`config.mk`:
```
export PLATFORM = sky130hd
export DESIGN_NAME = moving_picture_display_port
export DESIGN_NICKNAME = d
export VERILOG_FILES = /design/src/hdl/moving_picture_display_port.v /design/src/hdl/pin_sync.v /design/src/hdl/pixel_pack.v
export VERILOG_INCLUDE_DIRS = /design/src /design/src/hdl
export SDC_FILE = /design/constraint.sdc
export NUM_CORES = 1
export LEC_CHECK = 0
export ABC_AREA = 0
export ABC_CLOCK_PERIOD_IN_PS = 3100
export BUFFER_PORTS_ARGS = -buffer_cell sky130_fd_sc_hd__buf_2
export CAP_MARGIN = 20
export CELL_PAD_IN_SITES_DETAIL_PLACEMENT = 1
export CELL_PAD_IN_SITES_GLOBAL_PLACEMENT = 2
export CORE_MARGIN = 5
export CORE_UTILIZATION = 37
export DETAILED_ROUTE_END_ITERATION = 12
export HOLD_SLACK_MARGIN = 0.03
export PLACE_DENSITY_LB_ADDON = 0.05
export SLEW_MARGIN = 40
export SYNTH_ARGS = -nofsm -noshare
export SYNTH_HDL_FRONTEND = slang
export SYNTH_SLANG_ARGS = --single-unit
export TNS_END_PERCENT = 10
```
`constraint.sdc`:
```
create_clock -name clk_sys_i -period 3.1 [get_ports clk_sys_i]
set_clock_uncertainty 0.1 [all_clocks]
set_input_delay 0.31 -clock clk_sys_i [delete_from_list [all_inputs] [get_ports clk_sys_i]]
set_output_delay 0.31 -clock clk_sys_i [all_outputs]
set_load 0.02 [all_outputs]
```
`src/hdl/pixel_port_defs.vh`:
```
// constants for the moving picture display port
`ifndef PIXEL_PORT_DEFS_VH
`define PIXEL_PORT_DEFS_VH
// apb register byte offsets
`define REG_CTRL 12'h000
`define REG_POL 12'h004
`define REG_START 12'h008
`define REG_STATUS 12'h00c
`define REG_PIXEL 12'h010
`define REG_TIMING 12'h014
// control register fields
`define CTRL_DCS_LSB 0
`define CTRL_RAP_BIT 2
`define CTRL_BW_LSB 3
`define CTRL_FWM_BIT 5
`define CTRL_AUD_BIT 6
`define CTRL_PART_BIT 7
`define CTRL_SCRL_BIT 8
// polarity register fields
`define POL_FS_BIT 0
`define POL_LS_BIT 1
`define POL_EN_BIT 2
`define POL_DC_BIT 3
// clock source encodings
`define DCS_INTERNAL 2'h0
`define DCS_FRAME_SYNC 2'h2
// bus width encodings
`define BW_18 2'h0
`define BW_16 2'h1
`define BW_6 2'h2
// reset values
`define CTRL_RESET 32'h00000000
`define POL_RESET 4'h0
`define START_RESET 17'h00000
`define ADDR_W 17
`define PIX_W 18
// phase counts for the 6-bit bus
`define PHASE_LAST 2'h2
`define PHASE_FIRST 2'h0
`endif

```
`src/hdl/moving_picture_display_port.v`:
```
// moving picture input port: frame-sync system port and rgb pixel bus
// Summary of operation
// (RULE_01) frame-sync mode: source 10, path 0
// (RULE_02) host sets oscillator fast enough
// (RULE_03) host writes faster than minimum speed
// (RULE_04) host writes two lines ahead of scan
// (RULE_05) front porch held until next sync
// (RULE_06) source change applies from next frame
// (RULE_07) no partial or scroll in frame-sync
// (RULE_08) host clears direction, sets fast write
// (RULE_09) width select picks 18, 16, 6 bits
// (RULE_10) host drives only one pixel interface
// (RULE_11) each sync input has polarity bit
// (RULE_12) store transfer per dot clock, enable low
// (RULE_13) host sequence for system port ram access
// (RULE_14) host avoids colliding ram accesses
// (RULE_15) 6-bit pixel from three transfers
// (RULE_16) frame sync resets 6-bit phase
// (RULE_17) host sends whole pixels per burst
// (RULE_18) instructions only via system port
// (RULE_19) external interface disables partial, scroll
// (RULE_20) host keeps syncs and dot clock running
// (RULE_21) rgb panel timing from dot clock; the code takes rgb line pulses from line sync falls, not from the dot clock
// (RULE_22) start address reloaded each frame sync
// (RULE_23) host keeps fast write on
`timescale 1ns/1ps
`include "pixel_port_defs.vh"
`default_nettype none
module moving_picture_display_port #(
  parameter LINE_CLOCKS = 16
) (
  // clock and reset
  input wire clk_sys_i,
  input wire reset_i,
  // apb slave
  input wire psel_i,
  input wire penable_i,
  input wire pwrite_i,
  input wire [11:0] paddr_i,
  input wire [31:0] pwdata_i,
  output reg [31:0] prdata_o,
  output reg pready_o,
  output reg pslverr_o,
  // pixel bus pins
  input wire frame_sync_i,
  input wire line_sync_i,
  input wire data_enable_i,
  input wire dot_clock_i,
  input wire [17:0] pixel_data_i,
  // internal oscillator tick (same domain)
  input wire osc_tick_i,
  // frame ram write port
  output reg ram_we_o,
  output reg [`ADDR_W-1:0] ram_addr_o,
  output reg [`PIX_W-1:0] ram_wdata_o,
  // panel timing
  output reg line_tick_o,
  output reg frame_start_o,
  output reg porch_hold_o,
  output reg partial_en_o,
  output reg scroll_en_o
);
  // software registers, clock source in force and frame counters
  reg [31:0] ctrl_r; // mode and option bits
  reg [3:0] pol_r; // input polarity bits
  reg [`ADDR_W-1:0] start_r; // ram start address
  reg [1:0] dcs_act_r; // clock source in force this frame
  reg [`ADDR_W-1:0] addr_r; // ram address counter
  reg [7:0] line_cnt_r; // lines seen this frame
  reg [4:0] clk_cnt_r; // oscillator clocks in a line
  reg [7:0] frame_cnt_r; // frames seen
  // synchronised pins
  wire [21:0] pins_s;
  wire fs_s;
  wire ls_s;
  wire en_s;
  wire dc_s;
  reg fs_d_r;
  reg ls_d_r;
  reg dc_d_r;
  // decoded modes
  wire [1:0] dcs_sel;
  wire rap_sel;
  wire [1:0] bw_sel;
  wire fsync_mode;
  wire rgb_mode;
  wire frame_fall;
  wire line_fall;
  wire dot_edge;
  wire rgb_store;
  wire apb_wr;
  wire apb_rd;
  wire pix_valid;
  wire [`PIX_W-1:0] pix;
  wire line_now;

  // pins pass two flip-flops before use
  pin_sync #(.W(22)) u_sync (
    .clk_sys_i(clk_sys_i),
    .reset_i(reset_i),
    .pin_i({frame_sync_i, line_sync_i, data_enable_i, dot_clock_i, pixel_data_i}),
    .sync_o(pins_s)
  );

  // polarity bits flip each input to its default sense
  assign fs_s = pins_s[21] ^ pol_r[`POL_FS_BIT]; // RULE_11
  assign ls_s = pins_s[20] ^ pol_r[`POL_LS_BIT]; // RULE_11
  assign en_s = pins_s[19] ^ pol_r[`POL_EN_BIT]; // RULE_11
  assign dc_s = pins_s[18] ^ pol_r[`POL_DC_BIT]; // RULE_11

  // mode fields
  assign dcs_sel = ctrl_r[`CTRL_DCS_LSB+1:`CTRL_DCS_LSB];
  assign rap_sel = ctrl_r[`CTRL_RAP_BIT];
  assign bw_sel = ctrl_r[`CTRL_BW_LSB+1:`CTRL_BW_LSB];
  // frame-sync mode from the source in force
  assign fsync_mode = (dcs_act_r == `DCS_FRAME_SYNC) && !rap_sel; // RULE_01
  // rgb mode: path select set to the pixel bus
  assign rgb_mode = rap_sel;
  // edges of the sync and clock inputs
  assign frame_fall = fs_d_r && !fs_s;
  assign line_fall = ls_d_r && !ls_s;
  assign dot_edge = !dc_d_r && dc_s;
  // one transfer per rising dot clock while enable low
  assign rgb_store = rgb_mode && dot_edge && !en_s; // RULE_12
  // apb decode
  assign apb_wr = psel_i && penable_i && pwrite_i && pready_o;
  assign apb_rd = psel_i && !penable_i && !pwrite_i;
  // line pulses: line sync falls in rgb, oscillator otherwise
  assign line_now = rgb_mode ? line_fall : // RULE_21
    (osc_tick_i && (clk_cnt_r == LINE_CLOCKS[4:0] - 5'h01));

  // pixel assembly
  pixel_pack u_pack (
    .clk_sys_i(clk_sys_i),
    .reset_i(reset_i),
    .bus_width_i(bw_sel),
    .frame_start_i(frame_fall),
    .strobe_i(rgb_store),
    .data_i(pins_s[17:0]),
    .pix_valid_o(pix_valid),
    .pix_o(pix)
  );

  // edge history of synchronised inputs
  // reset low like the synchroniser output, so no false sync fall follows reset
  always @(posedge clk_sys_i) begin
    if (reset_i) begin
      fs_d_r <= 1'b0;
      ls_d_r <= 1'b0;
      dc_d_r <= 1'b0;
    end else begin
      fs_d_r <= fs_s;
      ls_d_r <= ls_s;
      dc_d_r <= dc_s;
    end
  end

  // apb register writes; pixel bus never writes registers
  always @(posedge clk_sys_i) begin
    if (reset_i) begin
      ctrl_r <= `CTRL_RESET;
      pol_r <= `POL_RESET;
      start_r <= `START_RESET;
    end else if (apb_wr) begin
      case (paddr_i)
        `REG_CTRL: ctrl_r <= pwdata_i; // RULE_18
        `REG_POL: pol_r <= pwdata_i[3:0];
        `REG_START: start_r <= pwdata_i[`ADDR_W-1:0];
        default: begin
          // read-only or unmapped: no effect
          ctrl_r <= ctrl_r;
        end
      endcase
    end
  end

  // apb answer: no wait state, error on unmapped
  always @(posedge clk_sys_i) begin
    if (reset_i) begin
      pready_o <= 1'b0;
      pslverr_o <= 1'b0;
      prdata_o <= 32'h00000000;
    end else begin
      pready_o <= psel_i && !penable_i;
      pslverr_o <= 1'b0;
      if (psel_i && !penable_i) begin
        pslverr_o <= (paddr_i != `REG_CTRL) && (paddr_i != `REG_POL) &&
          (paddr_i != `REG_START) && (paddr_i != `REG_STATUS) &&
          (paddr_i != `REG_PIXEL) && (paddr_i != `REG_TIMING);
      end
      if (apb_rd) begin
        case (paddr_i)
          `REG_CTRL: prdata_o <= ctrl_r;
          `REG_POL: prdata_o <= {28'h0000000, pol_r};
          `REG_START: prdata_o <= {15'h0000, start_r};
          `REG_STATUS: prdata_o <= {21'h000000, frame_cnt_r, porch_hold_o,
            dcs_act_r};
          `REG_PIXEL: prdata_o <= {15'h0000, addr_r};
          `REG_TIMING: prdata_o <= {24'h000000, line_cnt_r};
          default: prdata_o <= 32'h00000000;
        endcase
      end else begin
        prdata_o <= 32'h00000000;
      end
    end
  end

  // clock source takes effect at the next frame start
  always @(posedge clk_sys_i) begin
    if (reset_i) begin
      dcs_act_r <= `DCS_INTERNAL;
    end else if (frame_fall || (porch_hold_o && dcs_act_r == `DCS_INTERNAL &&
      dcs_sel == `DCS_INTERNAL)) begin
      dcs_act_r <= dcs_sel; // RULE_06
    end
  end

  // oscillator line counter for internal and frame-sync modes
  always @(posedge clk_sys_i) begin
    if (reset_i) begin
      clk_cnt_r <= 5'h00;
    end else if (frame_fall || rgb_mode) begin
      clk_cnt_r <= 5'h00;
    end else if (osc_tick_i) begin
      clk_cnt_r <= (clk_cnt_r == LINE_CLOCKS[4:0] - 5'h01) ? 5'h00 :
        clk_cnt_r + 5'h01;
    end
  end

  // frame timing: lines, porch hold and frame count
  always @(posedge clk_sys_i) begin
    if (reset_i) begin
      line_cnt_r <= 8'h00;
      frame_cnt_r <= 8'h00;
      porch_hold_o <= 1'b1;
      line_tick_o <= 1'b0;
      frame_start_o <= 1'b0;
    end else begin
      line_tick_o <= line_now && !porch_hold_o;
      frame_start_o <= frame_fall;
      if (frame_fall) begin
        // porch ends only when frame sync arrives
        porch_hold_o <= 1'b0; // RULE_05
        line_cnt_r <= 8'h00;
        frame_cnt_r <= frame_cnt_r + 8'h01;
      end else if (line_now && !porch_hold_o) begin
        line_cnt_r <= line_cnt_r + 8'h01;
        if (line_cnt_r == 8'hff) begin
          // frame over: hold front porch until next sync
          porch_hold_o <= 1'b1; // RULE_05
        end
      end
    end
  end

  // partial and scroll offered only in internal display
  always @(posedge clk_sys_i) begin
    if (reset_i) begin
      partial_en_o <= 1'b0;
      scroll_en_o <= 1'b0;
    end else begin
      partial_en_o <= ctrl_r[`CTRL_PART_BIT] && !fsync_mode && !rgb_mode; // RULE_07 RULE_19
      scroll_en_o <= ctrl_r[`CTRL_SCRL_BIT] && !fsync_mode && !rgb_mode; // RULE_07 RULE_19
    end
  end

  // ram address counter and write port
  always @(posedge clk_sys_i) begin
    if (reset_i) begin
      addr_r <= `START_RESET;
      ram_we_o <= 1'b0;
      ram_addr_o <= `START_RESET;
      ram_wdata_o <= 18'h00000;
    end else begin
      ram_we_o <= 1'b0;
      if (rgb_mode && frame_fall) begin
        addr_r <= start_r; // RULE_22
      end else if (rgb_mode && pix_valid) begin
        ram_we_o <= 1'b1; // RULE_12
        ram_addr_o <= addr_r;
        ram_wdata_o <= pix;
        addr_r <= addr_r + 17'h00001;
      end
    end
  end
endmodule
`default_nettype wire

```
`src/hdl/pin_sync.v`:
```
// two flip-flop synchroniser for a group of pins
`timescale 1ns/1ps
`default_nettype none
module pin_sync #(
  parameter W = 1
) (
  // clock and reset
  input wire clk_sys_i,
  input wire reset_i,
  // pins and synchronised copy
  input wire [W-1:0] pin_i,
  output reg [W-1:0] sync_o
);
  reg [W-1:0] meta_r; // first stage, read only by the second
  // two stages toward the system clock
  always @(posedge clk_sys_i) begin
    if (reset_i) begin
      meta_r <= {W{1'b0}};
      sync_o <= {W{1'b0}};
    end else begin
      meta_r <= pin_i;
      sync_o <= meta_r;
    end
  end
endmodule
`default_nettype wire

```
`src/hdl/pixel_pack.v`:
```
// assembles pixels from the 18, 16 or 6 bit pixel bus
`timescale 1ns/1ps
`include "pixel_port_defs.vh"
`default_nettype none
module pixel_pack (
  // clock and reset
  input wire clk_sys_i,
  input wire reset_i,
  // control
  input wire [1:0] bus_width_i,
  input wire frame_start_i,
  input wire strobe_i,
  input wire [17:0] data_i,
  // assembled pixel
  output reg pix_valid_o,
  output reg [`PIX_W-1:0] pix_o
);
  reg [1:0] phase_r; // 6-bit transfer phase
  reg [11:0] part_r; // red and green parts held
  // map each width to an 18-bit pixel
  always @(posedge clk_sys_i) begin
    if (reset_i) begin
      phase_r <= `PHASE_FIRST;
      part_r <= 12'h000;
      pix_valid_o <= 1'b0;
      pix_o <= 18'h00000;
    end else begin
      pix_valid_o <= 1'b0;
      if (frame_start_i) begin
        // restart at the red part each frame
        phase_r <= `PHASE_FIRST; // RULE_16
      end else if (strobe_i) begin
        case (bus_width_i)
          `BW_18: begin
            pix_o <= data_i; // RULE_09
            pix_valid_o <= 1'b1;
          end
          `BW_16: begin
            // db17-13 red, db11-1 green/blue, red and blue lsb copied from msb
            pix_o <= {data_i[17:13], data_i[17], data_i[11:1], data_i[5]}; // RULE_09
            pix_valid_o <= 1'b1;
          end
          `BW_6: begin
            // red, green then blue on db17-12
            if (phase_r == `PHASE_LAST) begin
              pix_o <= {part_r, data_i[17:12]}; // RULE_15
              pix_valid_o <= 1'b1;
              phase_r <= `PHASE_FIRST;
            end else begin
              part_r <= {part_r[5:0], data_i[17:12]};
              phase_r <= phase_r + 2'h1;
            end
          end
          default: begin
            // code 11 not allowed, transfer dropped
            pix_valid_o <= 1'b0;
          end
        endcase
      end
    end
  end
endmodule
`default_nettype wire

```
== Word level (Yosys, flattened, before mapping) ==
Cells that the tools add are included.

* Shift-type cells: 0
* Bitwise logic cells: 10
* Equality and inequality tests: 17
* $add $sub $neg: 5
* Multiplexer cells: 14
* Multipliers: 0
* Divide/modulo/power cells: 0
* Magnitude comparators: 0
* Reductions and logical operators: 61

{| class="wikitable"
|+ Operators by type and width
! operator !! number
|-
| $pmux 32 s6 || 1
|-
| $pmux 18 s3 || 1
|-
| $mux 17 || 2
|-
| $logic_and 1x1->1 || 26
|-
| $eq 12x4->1 const B || 2
|-
| $eq 12x5->1 const B || 2
|-
| $ne 12x4->1 const B || 2
|-
| $ne 12x5->1 const B || 2
|-
| $mux 18 || 1
|-
| $add 17x1->17 const B || 1
|-
| $add 8x1->8 const B || 2
|-
| $eq 12x3->1 const B || 1
|-
| $logic_not 12->1 || 1
|-
| $ne 12x3->1 const B || 1
|-
| $reduce_and 2->1 || 6
|-
| $reduce_bool 12->1 || 1
|-
| $reduce_or 2->1 || 6
|-
| $logic_not 1->1 || 9
|-
| $eq 8x8->1 const B || 1
|-
| $reduce_and 4->1 || 2
|-
| $eq 2x2->1 const B || 3
|-
| $logic_not 2->1 || 3
|-
| $mux 1 || 6
|-
| $not 1->1 || 6
|-
| 13 further kinds || 19
|}

* Bits in read-only memories: 0
* Output and inout bits: 75
* Flip-flop bits (word level): 248
* Input bits: 72
* Bits in writable memories: 0
* Latch bits: 0
* Logic and storage cells: 135
* Memories: 0

== Depth between registers and ports, before layout ==
Gate-level depths: netlist (run 1).

* Depth in word-level cells: 7
* Mapped depth: 9
* Depth with buffers taken out: 7

== By module ==
From an unflattened synthesis (run 1), not the netlist that was laid out.

* Cell total of the unflattened synthesis: 1,045
* Area, all modules: 9,601.7 µm²

{| class="wikitable"
|+ Modules (own cells, without submodules)
! module !! cells each !! instances !! area an instance (µm²) !! seq. area each (µm²)
|-
| moving_picture_display_port || 803 || 1 || 6,906.6 || 3,423.3
|-
| pixel_pack || 150 || 1 || 1,519.0 || 660.6
|-
| pin_sync || 92 || 1 || 1,176.1 || 880.8
|}

== Worst setup path before layout (run 1) ==
Ideal clock, no wire load.

* Kind: register to register
* Start: register ctrl_r[3]
* End: register u_pack.pix_o[10]
* Required time: 2.868 ns
* Period minus slack after synthesis: 1.940 ns
* Path buffers: 2
* Arrival: 1.708 ns
* Cell stages (with the launch flop): 9
* Setup slack: 1.160 ns
* Library setup time: 0.132 ns
* Path through: dfxtp_1 > inv_1 > ha_1 > buf_2 > a21oi_1 > nand3_1 > clkbuf_1 > a221oi_1 > nor3_1

* Word-level cells in the longest chain between the ends: 3
* Elaborated cells on any way between the ends: 7
* Those cells by class: eq/ne: 3; mux: 1; reduce/logical: 3

{| class="wikitable"
|+ RTL lines
! element !! RTL line !! RTL
|-
| from (decl) || moving_picture_display_port.v:64 || <nowiki>reg [31:0] ctrl_r;</nowiki>
|-
| from (signal assigned) || moving_picture_display_port.v:161 || <nowiki>ctrl_r <= `CTRL_RESET;</nowiki>
|-
| from (signal assigned) || moving_picture_display_port.v:166 || <nowiki>`REG_CTRL: ctrl_r <= pwdata_i;</nowiki>
|-
| from (signal assigned) || moving_picture_display_port.v:171 || <nowiki>ctrl_r <= ctrl_r;</nowiki>
|-
| $eq 2x2->1 (tied with other cells) || pixel_pack.v:33 || <nowiki>case (bus_width_i)</nowiki>
|-
| $ne 2x1->1 (no line) or $reduce_bool 3->1 (tied branches) || -- ||
|-
| $reduce_and 4->1 (no line) || -- ||
|-
| to (signal assigned) || pixel_pack.v:35 || <nowiki>pix_o <= data_i;</nowiki>
|-
| to (signal assigned) || pixel_pack.v:40 || <nowiki>pix_o <= {data_i[17:13], data_i[17], data_i[11:1], data_i[5]};</nowiki>
|-
| to (signal assigned) || pixel_pack.v:46 || <nowiki>pix_o <= {part_r, data_i[17:12]};</nowiki>
|-
| to (decl) || pixel_pack.v:16 || <nowiki>output reg [`PIX_W-1:0] pix_o</nowiki>
|}

Parallel ways exist; a longest one is shown, timed or not.
A chain may end at the register's enable or synchronous reset.

== Final worst setup path (run 1) ==
* Start: input penable_i
* End: register ctrl_r[20]

* Word-level cells in the longest chain between the ends: 4

{| class="wikitable"
|+ RTL lines
! element !! RTL line !! RTL
|-
| from (decl) || moving_picture_display_port.v:37 || <nowiki>input wire penable_i,</nowiki>
|-
| $logic_and 1x1->1 (3 in a row) || moving_picture_display_port.v:126 || <nowiki>assign apb_wr = psel_i && penable_i && pwrite_i && pready_o;</nowiki>
|-
| $reduce_and 2->1 (no line) || -- ||
|}

Every way passes these cells.

==> summary.md, run 1 <==
| Metric | Value |
|---|---|
| Rel. slew slack | 0.475 |
| Adder-Cell Fraction of Synth Area | 0.0104 |
| Post-CTS Setup Repair Bufs | 0 |
| Core box area | roughly 0.026 mm² |
| Outcome | completed |
| Pwr Density | approximately 570 mW/mm² |
| Fin. Hold Viols | 0 |
| Peak supply drop | 381 µV |
| Critical-path maximum fanout | 24 |
| Initial antenna violation count | 0 |
| Syn_nets | about 1,100 |
| H-tree levels | 1 |
| Pre-CTS setup slack | about 0.54 ns |
| Reg-to-Reg Start | pready_o$_SDFF_PP0_ |
| Post_cts resized | 0 |
| Vias in the first global route | 8,403 |
| Num ports | 147 |
| Cell area after layout | around 0.012 mm² |
| Yosys warnings | 0 |
| Fraction of layout cells with a size suffix above 1 | 0.185 |
| Starting Density | 0.372 |
| DP HPWL | 18.8 mm |
| CTS root buf | clkbuf_16 |
| Critical path type | in2reg |
| CTS sink count | 248 |
| Antenna-violating nets left | 0 |
| Post-synthesis cell count | around 1,100 |
| WL/cell | around 17 µm |
| Largest net degree at the start of global routing | 75 |
| Final Setup Violations | 0 |
| Mux cell area share after synthesis | 0.0501 |
| Crit path launch | penable_i |
| Tot Pwr | about 7000 µW |
| All-Layer GR Usage | 0.184 |
| Leakage power | between 0.004 and 0.005 µW |
| Most frequent cells in the layout | dfxtp_1 (248), nand2_1 (205), buf_2 (145) |
| Clock buffer depth | 3 |
| Clock buffer count from CTS | 27 |
| Final setup TNS | 0 ns |
| Unrepaired setup endpoints after global routing | false |
| FF-to-FF setup slack | between 0.8 and 0.9 ns |
| Worst-Margin Slew | between 0.7 and 0.8 ns |
| Instance area after placement | ~0.011 mm² |
| Yosys reg bits | ~250 |
| Max-Cap Viols | 0 |
| CP Capture Type | flop |
| Crit start category | input pin |
| Row cnt | between 50 and 60 |
| Post-Syn Area | ~0.0096 mm² |
| R2R depth | 6 |
| Pre-Repair DR Iteration Count | 5 |
| Final WL | between 20 and 30 mm |
| Fmax | 0.430 GHz |
| Final weighted congestion in routability-driven placement | between 0.7 and 0.8 |
| Prevailing post-synth register cell | dfxtp_1 |
| Async S/R FF share, synth | 0 |
| Total Nets Final | approximately 1,300 |
| Number of synthesized flops with an enable pin | 0 |
| Largest family of logic cells by synthesized area | simple AND/OR/NAND/NOR gates |
| Crit path capture | ctrl_r[20]$_SDFFE_PP0P_ |
| Clock transition at path regs | ~0.06 ns |
| Residual DRC | 0 |
| CTS tree | built |
| Die Area | ~0.03 mm² |
| XOR/XNOR Fraction of Synth Area | 0.0218 |
| Compound-Gate Fraction of Synth Area | 0.136 |
| Drt via density | roughly 5.0 |
| Yosys cell types | 61 |
| Skew-Pair Late Insertion Delay | 0.53 ns |
| Die height | roughly 170 µm |
| Vias | 8,095 |
| First-pass GRT wire length | roughly 44 mm |
| Area Growth Syn to Fin | 26.2% |
| Die X | 171 µm |
| Starting DRT DRC Count | 335 |
| Min Tclk post-route | ~2.3 ns |
| Commonest non-fill, non-tap cell in the layout | dfxtp_1 |
| Port Buffers | 146 |
| ANT cells | 0 |
| Post-synthesis simple-gate area fraction | 0.222 |
| Grt total ovfl | 0 |
| Number of max-slew violations in the final report | 0 |
| Register area share after synthesis | 0.517 |
| Tcrit/Tclk final | 0.750 |
| Data arrival time of the critical path | between 2 and 3 ns |
| Crit path required time | approximately 3.4 ns |
| HP Class | in2reg |
| Final WS setup | about 0.77 ns |
| Syn Area/Cell | around 9 µm² |
| Reg2Reg Capture Point | ctrl_r[20]$_SDFFE_PP0P_ |
==> through the flow <==
stage	util	std cells	hold slack, ns
after floorplan	-	1069	0.314
after global placement	0.410	1497	0.319
after detailed placement	0.410	1497	0.326
after CTS	0.469	1603	0.0588
after global routing	0.469	1603	0.0824
final	0.469	1603	0.0752
==> flip-flops by register name, summed over array words and instances (netlist names), 4 cells and up <==
| signal | count |
|---|---|
| u_sync.meta_r | 22 |
| pol_r | 4 |
| u_sync.sync_o | 22 |
| ram_addr_o | 17 |
| start_r | 17 |
| frame_cnt_r | 8 |
| u_pack.pix_o | 18 |
| addr_r | 17 |
| line_cnt_r | 8 |
| ctrl_r | 32 |
| u_pack.part_r | 12 |
| ram_wdata_o | 18 |
| prdata_o | 32 |
| clk_cnt_r | 5 |
==> critical path: stages <==
cell and delay, ns:
dlygate4sd3_1 0.52, buf_2 0.10, and4_1 0.18, nand4_1 0.29, or4_1 0.71, buf_4 0.32
nand2_1 0.10, a21oi_1 0.06
==> where the power goes <==
group | total (µW) | internal [µW] | switching, µW | leakage [µW]
combinational | 248 | 121 | 127 | 0.00224
clock | 3430 | 2110 | 1310 | 0.000451
sequential | 3230 | 3220 | 13.7 | 0.00201
total | 6910 | 5450 | 1450 | 0.00470
==> final cells by class <==
class / instances / area (µm²)
Inverter: 14 / 52.6
Sequential cell: 248 / 4960
Clock inverter: 13 / 206
Fill cell: 3051 / 13700
Timing Repair Buffer: 228 / 1500
Multi-Input combinational cell: 729 / 4230
Clock buffer: 36 / 749
Tap cell: 335 / 419
==> logic make-up (layout without fill, tap and decap cells) <==
logic type,Yosys count,in the layout
fa+ha+maj,8,8
mux,45,45
xor+xnor,23,23
compound gates,212,212
simple gates,441,441
flops,248,248
buf+inv,92,291
==> worst min-delay path by stage <==
| stage | endpoint | depth (start not counted) | start | slack (ns) |
|---|---|---|---|---|
| after global routing | prdata_o[3]$_SDFF_PP0_ | 4 | paddr_i[6] | 0.08 |
| after CTS | prdata_o[3]$_SDFF_PP0_ | 4 | paddr_i[6] | 0.06 |
| after global placement | u_sync.sync_o[15]$_SDFF_PP0_ | 1 | u_sync.meta_r[15]$_SDFF_PP0_ | 0.32 |
| after detailed placement | u_sync.sync_o[2]$_SDFF_PP0_ | 1 | u_sync.meta_r[2]$_SDFF_PP0_ | 0.33 |
| after floorplan | u_sync.sync_o[0]$_SDFF_PP0_ | 1 | u_sync.meta_r[0]$_SDFF_PP0_ | 0.31 |
| final | prdata_o[3]$_SDFF_PP0_ | 4 | paddr_i[6] | 0.08 |
==> Yosys cell counts, drive strengths merged (2+ instances only) <==
library cell | instances | area share
nand4 | 11 | 0.0072
or2 | 2 | 0.0013
and4 | 4 | 0.0036
nand2 | 205 | 0.080
o2bb2ai | 9 | 0.0082
nand2b | 5 | 0.0033
dfxtp | 248 | 0.52
nand3 | 20 | 0.012
buf | 29 | 0.018
nand3b | 3 | 0.0023
a211oi | 2 | 0.0016
mux2 | 4 | 0.0047
o22a | 6 | 0.0055
or3 | 5 | 0.0033
a311oi | 2 | 0.0018
a31oi | 17 | 0.011
a211o | 2 | 0.0018
and2 | 19 | 0.012
o311ai | 3 | 0.0027
ha | 8 | 0.010
and3 | 8 | 0.0052
inv | 14 | 0.0055
o21ai | 24 | 0.013
clkbuf | 49 | 0.019
xor2 | 14 | 0.013
nor2 | 66 | 0.027
nor2b | 49 | 0.032
a21oi | 100 | 0.052
nor4b | 2 | 0.0025
a221oi | 17 | 0.016
o22ai | 8 | 0.0052
xnor2 | 9 | 0.0090
nor3 | 30 | 0.017
o31ai | 2 | 0.0016
nor4 | 5 | 0.0061
mux4 | 2 | 0.0047
mux2i | 39 | 0.041
a22oi | 16 | 0.013
nor3b | 3 | 0.0029
==> metal layers <==
layer / GRT usage / vias up / share of wire
met5: 0 / - / 0
met1: 0.229 / 3879 / 0.44
met3: 0.0226 / 43 / 0.034
met4: 0.0524 / 0 / 0.028
li1: - / 4025 / -
met2: 0.336 / 148 / 0.50
==> what timing repair did <==
item / 4_1_cts / 5_1_grt
endpoints found under the setup margin: 0 / 0
hold endpoints to repair: 79 / 0
hold buffers: 57 / 0
No activity file was read; power rests on OpenSTA's default activity.
==> run 2: changes to the inputs <==
- ABC_CLOCK_PERIOD_IN_PS: 3100 -> 2300
- CORE_UTILIZATION: 37 -> 34
- clock period: 3.1 -> 2.3 ns (I/O delays scaled with it)
==> run 2 against run 1 <==
Register-to-register slack lost 0.56 ns. Clock-buffer cell count grew 2. Critical path depth shrank 1. Die area grew 8.3%. First-iteration DRC count grew 2.4%. Via count grew 0.33%. Cell count grew 4.2%. Global-route usage shrank 0.85 points. Total power grew 34%. Critical endpoint is now prdata_o[10]$_SDFF_PP0_. Largest cell class unchanged.
==> summary.md, run 2 (same netlist as run 1, synthesis figures left out) <==
| Metric | Value |
|---|---|
| Crit path required time | about 2.7 ns |
| CTS root buf | clkbuf_16 |
| CTS tree | built |
| Commonest non-fill, non-tap cell in the layout | dfxtp_1 |
| Worst min-delay path startpoint | paddr_i[3] |
| Crit start category | input pin |
| Die height | 178 µm |
| Skew-Pair Late Insertion Delay | around 0.53 ns |
| Filler-free cell count of the finished design | roughly 1,700 |
| CP Capture Type | flop |
| DP HPWL | slightly below 20 mm |
| Tcrit/Tclk final | 0.914 |
| Depth of the worst hold-timing path | 3 |
| Peak supply drop | ~530 µV |
| Starting DRT DRC Count | 343 |
| Unrepaired setup endpoints after global routing | false |
| HP Class | in2reg |
| Clock buffer depth | 3 |
| Largest regs | ctrl_r: 32 flops, prdata_o: 32 flops |
| Die X | between 150 and 200 µm |
| Fin. Hold Viols | 0 |
| WL/cell | 16.8 µm |
| FF-to-FF setup slack | between 0.2 and 0.3 ns |
| Slowest Stage Delay on Critical Path | between 0.6 and 0.7 ns |
| Die Area | 0.0317 mm² |
| Total Nets Final | 1,352 |
| Cell Int Power | 7310 µW |
| Leakage power | 0.00485 µW |
| Grt total ovfl | 0 |
| Sequential share of power | 0.470 |
| Inst Count DP | roughly 1,600 |
| Fraction of layout cells with a size suffix above 1 | 0.199 |
| Starting Density | 0.345 |
| Clock transition at path regs | ~0.06 ns |
| Pwr Density | around 750 mW/mm² |
| Combinational power share | 0.038 |
| Final Setup Violations | 0 |
| ANT cells | 0 |
| Residual DRC | 0 |
| Final weighted congestion in routability-driven placement | approximately 0.76 |
| Data arrival time of the critical path | about 2.5 ns |
| Reg2Reg Capture Point | u_pack.pix_o[2]$_SDFFE_PP0P_ |
| Number of max-slew violations in the final report | 0 |
| Antenna-violating nets left | 0 |
| Row cnt | slightly above 60 |
| Min Tclk post-route | around 2.1 ns |
| Fmax | 0.476 GHz |
| Clk network pwr share | 0.492 |
| Pre-Repair DR Iteration Count | 4 |
| Sw Share | 0.212 |
| Largest net degree at the start of global routing | 112 |
| R2R depth | 8 |
| Final setup TNS | 0 ns |
| Post-Route Utilization | 0.446 |
| Max-Cap Viols | 0 |
| First-pass GRT wire length | about 45 mm |
| Crit path cell chain | dlygate4sd3_1 > buf_2 > nor3_4 > dlygate4sd3_1 > nand3_4 > or3_4 > o22ai_1 |
| Worst Hold Endpoint | prdata_o[2]$_SDFF_PP0_ |
| Critical-path maximum fanout | 9 |
| Worst-Margin Slew | about 0.74 ns |
| Vias | between 8,000 and 9,000 |
| Clock buffer count from CTS | 28 |
| Rel. slew slack | 0.505 |
| Area Growth Syn to Fin | 29.3% |
| Most frequent cells in the layout | dfxtp_1 (248), nand2_1 (205), buf_2 (145) |
| Critical path type | in2reg |
| Most used cell, CP | dlygate4sd3_1 |
| Final WL | ~28 mm |
| Final hold slack | approximately 0.084 ns |
| Outcome | completed |
| Port Buffers | about 150 |
| Reg-to-Reg Start | ctrl_r[3]$_SDFFE_PP0P_ |
| Vias in the first global route | 8,341 |
| Initial antenna violation count | 0 |
| Drt via density | slightly below 5 |
| Core box area | 0.0279 mm² |
| All-Layer GR Usage | 0.176 |
| Post-CTS Setup Repair Bufs | 0 |
| Num ports | 147 |
| CTS sink count | roughly 250 |
| Psw | 1970 µW |
| Crit-path slowest cell | dlygate4sd3_1 |
| H-tree levels | 1 |
## run 2: cell types whose count changed in the layout (fill, tap and decap cells not counted), moves of 2 or more
cell	delta
buf_12	+4
buf_4	+15
bufinv_16	-2
clkbuf_16	+2
clkinv_2	+4
clkinvlp_4	-2
dlygate4sd3_1	+4
## run 2: final cells by class
cell class              instances  area (µm²)
repair buffers                251        1730
clock buffers                  38         810
clock inverters                13         151
fillers                      3191       15400
inverters                      14        52.6
multi-input cells             729        4230
well taps                     378         473
flip-flops and latches        248        4960
## run 2: power groups by stage
stage / sequential (µW) / clock (µW) / combinational (µW)
after floorplan: 4450 / 0 / 141
after global placement: 4450 / 0 / 274
after detailed placement: 4450 / 0 / 275
final: 4360 / 4570 / 351
after global routing: 4360 / 4880 / 385
after CTS: 4360 / 4710 / 355
## run 2: repair_timing
action / 4_1_cts / 5_1_grt
endpoints found under the setup margin: 0 / 5
gates resized for setup: 0 / 1
endpoints found under the hold margin: 89 / 0
hold buffers: 61 / 0
## run 2: worst max path at each step
stage | end | slack (ns) | start | cells after the start
floorplan | u_pack.pix_o[10]$_SDFFE_PP0P_ | 0.36 | ctrl_r[3]$_SDFFE_PP0P_ | 8
global placement | ctrl_r[3]$_SDFFE_PP0P_ | 0.29 | paddr_i[11] | 7
detailed placement | ctrl_r[14]$_SDFFE_PP0P_ | 0.22 | paddr_i[11] | 7
CTS | prdata_o[10]$_SDFF_PP0_ | 0.09 | paddr_i[6] | 7
global route | u_pack.pix_o[3]$_SDFFE_PP0P_ | 0.03 | ctrl_r[3]$_SDFFE_PP0P_ | 8
finish | prdata_o[10]$_SDFF_PP0_ | 0.20 | paddr_i[6] | 7
## run 2: critical path, delay by kind of cell
family	cells	cell delay (ns)
AND/OR/NAND/NOR	3	0.72
buffers and inverters	3	1.29
AO/OA/AOI/OAI	1	0.20
## run 2: through the flow
step	setup slack, ns	area, µm²	total power [µW]
floorplan	0.360	9600	4590
global placement	0.293	10800	4730
detailed placement	0.215	10800	4730
CTS	0.0867	12400	9420
global route	0.0260	12400	9630
finish	0.198	12400	9280
## run 2: layer usage
metal	vias to the layer above	GRT usage	share of wire
li1	4077	-	-
met1	3875	0.230	0.46
met3	41	0.0227	0.034
met5	-	0	0
met4	0	0.0390	0.020
met2	129	0.310	0.49
